## config.mk

```make
export PLATFORM = sky130hd
export DESIGN_NAME = qdc_command_decoder
export DESIGN_NICKNAME = d
export VERILOG_FILES = /design/src/qdc_pkg.sv /design/src/qdc_frame_if.sv /design/src/qdc_frame_rx.sv /design/src/qdc_command_decoder.sv
export VERILOG_INCLUDE_DIRS = /design/src
export SDC_FILE = /design/constraint.sdc
export NUM_CORES = 1
export LEC_CHECK = 0
export BUFFER_PORTS_ARGS = -buffer_cell sky130_fd_sc_hd__buf_2
export CORE_ASPECT_RATIO = 0.75
export CORE_MARGIN = 3
export CORE_UTILIZATION = 56
export CTS_CLUSTER_DIAMETER = 80
export DETAILED_ROUTE_END_ITERATION = 8
export PLACE_DENSITY = 0.77
export SYNTH_ARGS = -nofsm -noshare
export SYNTH_HDL_FRONTEND = slang
export SYNTH_SLANG_ARGS = --single-unit
```

## constraint.sdc

```tcl
create_clock -name core_clk -period 4.78 [get_ports core_clk]
set_input_delay 0.478 -clock core_clk [delete_from_list [all_inputs] [get_ports core_clk]]
set_output_delay 0.478 -clock core_clk [all_outputs]
set_load 0.01 [all_outputs]
```

## src/qdc_map.svh

```systemverilog
// qdc_map.svh: frame field positions, codes and reset values of the
// quad converter command decoder; definitions only, no logic.
`ifndef QDC_MAP_SVH
`define QDC_MAP_SVH

`define QDC_FRAME_BITS    24
`define QDC_RW_BIT        23
`define QDC_SEL_HI        21
`define QDC_SEL_LO        19
`define QDC_CHAN_HI       18
`define QDC_CHAN_LO       16

`define QDC_SEL_DATA      3'h0
`define QDC_SEL_RANGE     3'h1
`define QDC_SEL_POWER     3'h2
`define QDC_SEL_CTRL      3'h3

`define QDC_CTRL_NOP      3'h0
`define QDC_CTRL_SETUP    3'h1
`define QDC_CTRL_CLEAR    3'h4
`define QDC_CTRL_LOAD     3'h5

`define QDC_CHAN_ALL      3'h4

`define QDC_BIT_THERM_EN  3
`define QDC_BIT_CLAMP_EN  2
`define QDC_BIT_CLEAR_SEL 1
`define QDC_BIT_SEROUT_OFF 0

`define QDC_PWR_OC_LO     7
`define QDC_PWR_THERM     5

`define QDC_RANGE_MAX     3'h5
`define QDC_RANGE_BIP_MIN 3'h3

`define QDC_RST_CODE      16'h0000
`define QDC_RST_RANGE     3'h0
`define QDC_RST_SETTINGS  4'h4
`define QDC_RST_POWER     4'h0

`define QDC_CODE_ZERO     16'h0000
`define QDC_CODE_MID      16'h8000

`endif

```

## src/qdc_pkg.sv

```systemverilog
// qdc_pkg.sv: types shared by the command decoder files.
// assumes qdc_map.svh holds the numeric constants.
package qdc_pkg;
	typedef logic [15:0] qdc_word_t;
	typedef enum {RX_IDLE, RX_SHIFT, RX_DONE} qdc_rx_state_t;
endpackage

```

## src/qdc_frame_if.sv

```systemverilog
// qdc_frame_if.sv: carries received frames from the serial receiver
// to the decoder; both ends run on core_clk.
`timescale 1ns/1ps
`default_nettype none
interface qdc_frame_if;
	logic [23:0] word;
	logic        valid;
	logic        bitStrobe;
	modport rx  (output word, output valid, output bitStrobe);
	modport dec (input word, input valid, input bitStrobe);
endinterface
`default_nettype wire

```

## src/qdc_frame_rx.sv

```systemverilog
// qdc_frame_rx.sv: serial frame receiver; samples the host link pins
// with core_clk and assembles 24-bit words, msb first.
// assumes core_clk runs several times faster than the link clock.
`timescale 1ns/1ps
`default_nettype none
`include "qdc_map.svh"
module qdc_frame_rx (
	input  wire logic core_clk,
	input  wire logic rst,
	input  wire logic sclk,
	input  wire logic syncN,
	input  wire logic sdin,
	qdc_frame_if.rx   frm
);
	import qdc_pkg::*;

	logic [1:0]    sclkSync;
	logic [1:0]    selSync;
	logic [1:0]    dinSync;
	logic          sclkPrev;
	logic [4:0]    bitCount;
	qdc_rx_state_t state;
	wire           sclkFall = sclkPrev & ~sclkSync[1];
	wire           lastBit  = bitCount == 5'(`QDC_FRAME_BITS - 1);

	always_ff @(posedge core_clk) begin
		sclkSync <= {sclkSync[0], sclk};
		selSync  <= {selSync[0], syncN};
		dinSync  <= {dinSync[0], sdin};
		sclkPrev <= sclkSync[1];
	end

	// a frame cut short by a rising select raises no valid, though its bits still strobe the reply shift
	always_ff @(posedge core_clk) begin
		if (rst) begin
			state         <= RX_IDLE;
			bitCount      <= 5'h00;
			frm.word      <= 24'h00_0000;
			frm.valid     <= 1'b0;
			frm.bitStrobe <= 1'b0;
		end else begin
			frm.valid     <= 1'b0;
			frm.bitStrobe <= 1'b0;
			case (state)
				RX_IDLE: begin
					bitCount <= 5'h00;
					if (!selSync[1])
						state <= RX_SHIFT;
				end
				RX_SHIFT: begin
					if (selSync[1]) begin
						state <= RX_IDLE;
					end else if (sclkFall) begin
						frm.word      <= {frm.word[22:0], dinSync[1]};
						frm.bitStrobe <= 1'b1;
						bitCount      <= bitCount + 5'h01;
						if (lastBit) begin
							frm.valid <= 1'b1;
							state     <= RX_DONE;
						end
					end
				end
				RX_DONE: begin
					if (selSync[1])
						state <= RX_IDLE;
				end
				default: state <= RX_IDLE;
			endcase
		end
	end
endmodule
`default_nettype wire

```

## src/qdc_command_decoder.sv

```systemverilog
// qdc_command_decoder.sv: quad converter command decoder top; decodes
// host frames into channel data, ranges, control and power settings.
// assumes link pins are asynchronous and sampled by core_clk; analog
// alarms (overcurrent, overtemperature) are asynchronous levels.
`timescale 1ns/1ps
`default_nettype none
`include "qdc_map.svh"
// Behaviour
// - select 000 writes channel data; address picks the channel
// - data left-justified; 14/12-bit variants ignore low bits
// - select 001 sets addressed channel range from data bits 2..0
// - range codes 000..101 map to +5,+10,+10.8,+-5,+-10,+-10.8 V
// - select 011 picks control function from address and data
// - control address 000 is a no-operation changing no state
// - control address 100 loads clear code into all channels now
// - control address 101 moves buffered inputs to channel outputs
// - control address 001 stores four settings from data bits 3..0
// - serial-output disable set stops driving the serial output
// - clamp enabled (default): overcurrent limits current, no power-down
// - clamp disabled: overcurrent powers the channel down
// - thermal shutdown acts only when enabled; disabled by default
// - clear code: select 0 gives 0 V; 1 midscale or negative full
// - select 010 addresses the power control register
// - address 000..011 picks channel A..D, 100 all four
module qdc_command_decoder #(
	parameter int DATA_BITS = 16
) (
	input  wire logic       core_clk,
	input  wire logic       rst,
	input  wire logic       sclk,
	input  wire logic       syncN,
	input  wire logic       sdin,
	output logic            serial_data_output,
	output logic            sdoOe,
	input  wire logic [3:0] overCurrent,
	input  wire logic       overTemp,
	output var qdc_pkg::qdc_word_t dacCode [4],
	output logic [11:0]     dacRange,
	output logic [3:0]      channelPowerUp,
	output logic [3:0]      currentLimit,
	output logic            thermalEnable,
	output logic            clampEnable,
	output logic            clearSelect,
	output logic            thermalAlert
);
	import qdc_pkg::*;

	// low bits cleared so a narrow variant never holds stray data
	localparam qdc_word_t DATA_MASK = 16'hFFFF << (16 - DATA_BITS);
	localparam logic [3:0] RST_POWER = `QDC_RST_POWER;

	qdc_frame_if frm ();

	qdc_frame_rx u_rx (
		.core_clk (core_clk),
		.rst      (rst),
		.sclk     (sclk),
		.syncN    (syncN),
		.sdin     (sdin),
		.frm      (frm)
	);

	// alarm pins cross from the analog side
	logic [3:0] ocMeta;
	logic [3:0] ocSync;
	logic [1:0] otSync;
	always_ff @(posedge core_clk) begin
		ocMeta <= overCurrent;
		ocSync <= ocMeta;
		otSync <= {otSync[0], overTemp};
	end
	wire overTempHit = otSync[1] & thermalEnable;

	// frame field decode
	wire       isRead    = frm.word[`QDC_RW_BIT];
	wire [2:0] regSel    = frm.word[`QDC_SEL_HI:`QDC_SEL_LO];
	wire [2:0] chanSel   = frm.word[`QDC_CHAN_HI:`QDC_CHAN_LO];
	wire [15:0] wordData = frm.word[15:0];
	wire       writeOk   = frm.valid & ~isRead;
	wire       dataWr    = writeOk & (regSel == `QDC_SEL_DATA);
	wire       rangeWr   = writeOk & (regSel == `QDC_SEL_RANGE) &
	                       (wordData[2:0] <= `QDC_RANGE_MAX);
	wire       powerWr   = writeOk & (regSel == `QDC_SEL_POWER);
	wire       ctrlWr    = writeOk & (regSel == `QDC_SEL_CTRL);
	wire       setupWr   = ctrlWr & (chanSel == `QDC_CTRL_SETUP);
	wire       clearCmd  = ctrlWr & (chanSel == `QDC_CTRL_CLEAR);
	wire       loadCmd   = ctrlWr & (chanSel == `QDC_CTRL_LOAD);
	// address 000 under control select matches none of the above

	// control settings
	logic sdoDisable;
	always_ff @(posedge core_clk) begin
		if (rst) begin
			{thermalEnable, clampEnable, clearSelect, sdoDisable} <=
				`QDC_RST_SETTINGS;
		end else if (setupWr) begin
			thermalEnable <= wordData[`QDC_BIT_THERM_EN];
			clampEnable   <= wordData[`QDC_BIT_CLAMP_EN];
			clearSelect   <= wordData[`QDC_BIT_CLEAR_SEL];
			sdoDisable    <= wordData[`QDC_BIT_SEROUT_OFF];
		end
	end

	// per channel state
	qdc_word_t  inputReg [4];
	qdc_word_t  clearCode [4];
	logic [2:0] rangeReg [4];
	logic [3:0] chanHit;

	for (genvar i = 0; i < 4; i++) begin : g_chan
		assign chanHit[i] = (chanSel == 3'(i)) |
		                    (chanSel == `QDC_CHAN_ALL);
		wire bipolar = rangeReg[i] >= `QDC_RANGE_BIP_MIN;
		// offset-binary coding: 0 V bipolar sits at midscale
		assign clearCode[i] = (bipolar ^ clearSelect) ?
		                      `QDC_CODE_MID : `QDC_CODE_ZERO;
		assign dacRange[3*i +: 3] = rangeReg[i];

		always_ff @(posedge core_clk) begin
			if (rst) begin
				inputReg[i] <= `QDC_RST_CODE;
				dacCode[i]  <= `QDC_RST_CODE;
				rangeReg[i] <= `QDC_RST_RANGE;
			end else if (clearCmd) begin
				inputReg[i] <= clearCode[i];
				dacCode[i]  <= clearCode[i];
			end else begin
				if (dataWr && chanHit[i])
					inputReg[i] <= wordData & DATA_MASK;
				if (loadCmd)
					dacCode[i] <= inputReg[i];
				if (rangeWr && chanHit[i])
					rangeReg[i] <= wordData[2:0];
			end
		end

		// unclamped overcurrent or overtemperature clears power-up even against a same-cycle write
		always_ff @(posedge core_clk) begin
			if (rst) begin
				channelPowerUp[i] <= RST_POWER[i];
				currentLimit[i]   <= 1'b0;
			end else begin
				currentLimit[i] <= ocSync[i] & clampEnable;
				if (overTempHit || (ocSync[i] && !clampEnable))
					channelPowerUp[i] <= 1'b0;
				else if (powerWr)
					channelPowerUp[i] <= wordData[i];
			end
		end
	end

	always_ff @(posedge core_clk) begin
		if (rst)
			thermalAlert <= 1'b0;
		else
			thermalAlert <= overTempHit;
	end

	// readback: a read frame loads the reply, shifted out next frame
	// a data read shows the input register, so unloaded writes are visible
	wire [1:0] rdChan = chanSel[1:0];
	wire [15:0] powerWord = {5'h00, ocSync, 1'b0, thermalAlert, 1'b0,
	                         channelPowerUp};
	wire [15:0] ctrlWord = {12'h000, thermalEnable, clampEnable,
	                        clearSelect, sdoDisable};
	wire [15:0] replyData =
		(regSel == `QDC_SEL_DATA)  ? inputReg[rdChan] :
		(regSel == `QDC_SEL_RANGE) ? {13'h0000, rangeReg[rdChan]} :
		(regSel == `QDC_SEL_POWER) ? powerWord : ctrlWord;

	logic [23:0] replyShift;
	always_ff @(posedge core_clk) begin
		if (rst)
			replyShift <= 24'h00_0000;
		else if (frm.valid && isRead)
			replyShift <= {frm.word[23:16], replyData};
		else if (frm.bitStrobe)
			replyShift <= {replyShift[22:0], 1'b0};
	end

	assign serial_data_output   = replyShift[23];
	assign sdoOe = ~sdoDisable;
endmodule
`default_nettype wire

```

==> impl_metrics.csv <==
group,metric,value,unit
timing,hold_viol_final,0,
clock_network,cts_tree,"done",
critical_path,r2r-end,"dacCode[4]",
logic_synthesis,syn_area,0.00888,sq mm
logic_synthesis,syn_nets,923,
finish,instances_no_fill,1192,
clock_network,clock_sinks,229,
die,die_area,0.0174,sq mm
clock_network,cts_resized,0,
clock_network,clk_latency,0.51,ns
logic_synthesis,synth_area_leaders,"dfxtp_1 (49%), mux2i_1 (5.9%), nand2_1 (5.7%)",
logic_synthesis,synth_ff_type,"dfxtp_1",
global_route,antenna_found_initial,0,
finish,syn_to_final_growth,14.1,%
clock_network,cts_setup_buffers,0,
power,pwr-share-clk,46.2,%
clock_network,htree_levels,1,
critical_path,regToRegStartpoint,"u_rx.frm.word[21]",
critical_path,critPathMaxFanout,39,
die,io_pins,100,
critical_path,critPathLaunchType,"register",
placement,port_buffers,99,
critical_path,r2r_cells,4,
clock_network,clock_path_buffers,3,
global_route,grt_pass1_wl,36.2,mm
timing,maxSlewViolCount,0,
logic_synthesis,ys_seq_elements,229,
clock_network,hold_buffers,0,
power,p_seq_share,51.9,%
timing,finalSetupTns,0,ns
critical_path,crit_type,"reg2reg",
global_route,grt_pass1_vias,6606,
logic_synthesis,synth.distinct_cells,66,
die,die_w,151,microns
clock_network,cts-root-buf,"clkbuf_16",
detailed_routing,drt.antenna.violating_nets,0,
timing,period_needed,2.95,ns
global_route,grt_use_total,26.3,%
timing,worst_slack,1.83,ns
timing,fin_crit_sh,61.6,%
logic_synthesis,netlist_instances,912,
timing,grt_setup_unrepaired,"no",
finish,n_antenna_cell,0,
power,swShare,21.9,%
logic_synthesis,synthArstFlopShare,0,%
critical_path,startpoint,"u_rx.frm.word[21]",
detailed_routing,post_drt_wl_per_cell,19.2,microns
logic_synthesis,yosys.area.top_type,"dfxtp_1",
detailed_routing,vias,7154,
timing,finClkSkew,0.0103,ns
detailed_routing,first_pass_iters,5,
power,p_per_area,371,mW/mm^2
global_route,grt_max_degree,75,
detailed_routing,drc,0,
power,intPower,2930,uW
die,rows,39,
logic_synthesis,synth_edf_count,12,
placement,dpl.cell_count,1152,
timing,timing.fmax,339,MHz
critical_path,cp.arrival,3.33,ns
die,die_h,115,microns
die,initial_core_util,57.7,%
die,core_area,0.0154,sq mm
timing,worstMarginPinSlew,1.33,ns
hold_path,hold_path_depth,1,
critical_path,end_kind,"register",
placement,pre_cts_slack,1.96,ns
power,peakVddDrop,0.252,mV
power,pwr-share-comb,1.8,%
detailed_routing,routed_wl,22.9,mm
timing,relSlewSlack,10.5,%
global_route,grt_overflow,0,
detailed_routing,drt-initial-drc-count,692,
critical_path,crit_path_top_delay_cell,"or4b_2",
power,power.switching,822,uW
critical_path,required,5.17,ns
logic_synthesis,yosysSeqAreaShare,53.0,%
status,outcome,"complete, no violations",
critical_path,worst_path_largest_cell_delay,0.77,ns
logic_synthesis,yosysTopAreaCellShare,48.9,%
hold_path,min_path_type,"in2reg",
logic_synthesis,yosysWarnings,0,
hold_path,min-delay-start,"sdin",
critical_path,crit_chain,"or4b_2, nor3_2, nand2_1, o21ai_0",
clock_network,clk_pin_slew,0.07,ns
hold_path,hold_path_end,"u_rx.dinSync[0]",
critical_path,regToRegSetupSlack,1.83,ns
placement,gp_congestion,0.894,
finish,layout.nets,982,
timing,finalSetupViolCount,0,
placement,hpwl,15.0,mm
finish,drive_gt1_share,18.9,%
detailed_routing,routed_via_density,6.00,
clock_network,numCtsBuffers,22,
logic_synthesis,avgSynthCellArea,9.73,sq um
power,power.leakage,0.00402,uW
run,cap_violations,0,
## placed cells by master, fill, tap and decap left out, types with 3 or more instances in the layout
| cell | netlist | routed |
|---|---|---|
| edfxtp_1 | 12 | 12 |
| buf_2 | 14 | 99 |
| a311oi_1 | 4 | 4 |
| nor2_1 | 100 | 99 |
| a221oi_1 | 4 | 4 |
| a21oi_1 | 55 | 54 |
| clkbuf_16 | 0 | 24 |
| mux4_2 | 19 | 19 |
| nor4b_1 | 3 | 3 |
| clkinvlp_4 | 0 | 3 |
| a22o_1 | 15 | 15 |
| o21ai_0 | 43 | 42 |
| xnor2_1 | 5 | 5 |
| mux2i_1 | 52 | 52 |
| nor3b_1 | 4 | 4 |
| nand2_1 | 135 | 135 |
| or3_1 | 4 | 4 |
| a2111oi_0 | 3 | 3 |
| nand4b_1 | 3 | 3 |
| nand4_1 | 16 | 16 |
| buf_4 | 1 | 9 |
| or3_4 | 3 | 3 |
| or3b_2 | 3 | 3 |
| and2_1 | 12 | 12 |
| a311oi_2 | 3 | 3 |
| a211oi_1 | 12 | 12 |
| a22oi_1 | 10 | 10 |
| a21o_1 | 4 | 4 |
| clkinv_2 | 0 | 7 |
| a222oi_1 | 5 | 5 |
| dfxtp_1 | 217 | 217 |
| nand2b_1 | 19 | 19 |
| nor3_1 | 17 | 17 |
| o211ai_1 | 3 | 3 |
| inv_1 | 7 | 7 |
| nand3_1 | 13 | 13 |
## power by group through the flow
| stage | Sequential (uW) | Clock [uW] | Combinational, uW |
|---|---|---|---|
| after floorplan | 1990 | 0 | 43.4 |
| after global placement | 1990 | 0 | 67.4 |
| after detailed placement | 1990 | 0 | 68.9 |
| after CTS | 1950 | 1750 | 69.1 |
| after global routing | 1950 | 1830 | 75.6 |
| final | 1950 | 1740 | 69.4 |
## flip-flops by register name, summed over array words and instances, names as in the netlist, 2 cells and up, named ones only
name,count
dacCode,64
ocSync,4
u_rx.selSync,2
u_rx.dinSync,2
u_rx.bitCount,5
currentLimit,4
rangeReg,12
u_rx.sclkSync,2
channelPowerUp,4
replyShift,24
u_rx.state,2
otSync,2
u_rx.frm.word,24
inputReg,64
ocMeta,4
## per-layer routing
layer	wire [microns]	global-route usage (%)	share of wire, %	vias up
met2	9710	37.4	42	328
met1	10500	40.0	46	3442
met5	40	1.94	0.17	-
met4	538	7.73	2.4	2
met3	2060	5.67	9.0	40
li1	-	-	-	3342
## synthesized netlist by cell type (15+ instances only)
master	count
nor3_1	17
nand4_1	16
dfxtp_1	217
o21ai_0	43
nand2b_1	19
a22o_1	15
mux4_2	19
clkbuf_1	49
nand2_1	135
a21oi_1	55
nor2_1	100
mux2i_1	52
## area by class of cell
| class | count | area (sq um) |
|---|---|---|
| clock inverters | 16 | 126 |
| well taps | 205 | 256 |
| clock buffers | 24 | 601 |
| fillers | 1225 | 5240 |
| multi-input cells | 603 | 3850 |
| flip-flops and latches | 229 | 4700 |
| repair buffers | 108 | 563 |
| inverters | 7 | 26.3 |
## critical path: cells and delay by family (launching register included)
kind               cells  cell delay, ns
and+or+nand+nor        3            1.86
AOI/OAI and AO/OA      1            0.48
DFF                    1            0.47
## worst max-delay path by stage
| stage | endpoint | slack, ns | cells after the start |
|---|---|---|---|
| 2_1_floorplan | dacCode[33] | 2.71 | 6 |
| 3_3_place_gp | dacCode[22] | 2.16 | 4 |
| 3_5_place_dp | dacCode[4] | 1.96 | 4 |
| 4_1_cts | dacCode[46] | 1.84 | 4 |
| 5_1_grt | dacCode[41] | 1.59 | 4 |
| 6_report | dacCode[4] | 1.83 | 4 |
## logic make-up after synthesis
kind of cell    Yosys count  synth area share, %
fa+ha+maj                 1                0.141
buf+inv                  80                 3.81
mux                      72                 10.8
xor+xnor                  7                0.691
compound gates          177                 13.3
simple gates            346                 18.2
flops                   229                 53.0
## stage by stage
stage                     area [sq um]  hold WS (ns)  total power [uW]  util [%]
after detailed placement          9400         0.312              2060      61.2
after global placement            9400         0.312              2060      61.2
after floorplan                   8880         0.310              2030         -
after CTS                        10100        0.0635              3770      65.9
final                            10100        0.0726              3750      65.9
after global routing             10100        0.0657              3850      65.9
Note: power is estimated with default switching activity, not from simulation.
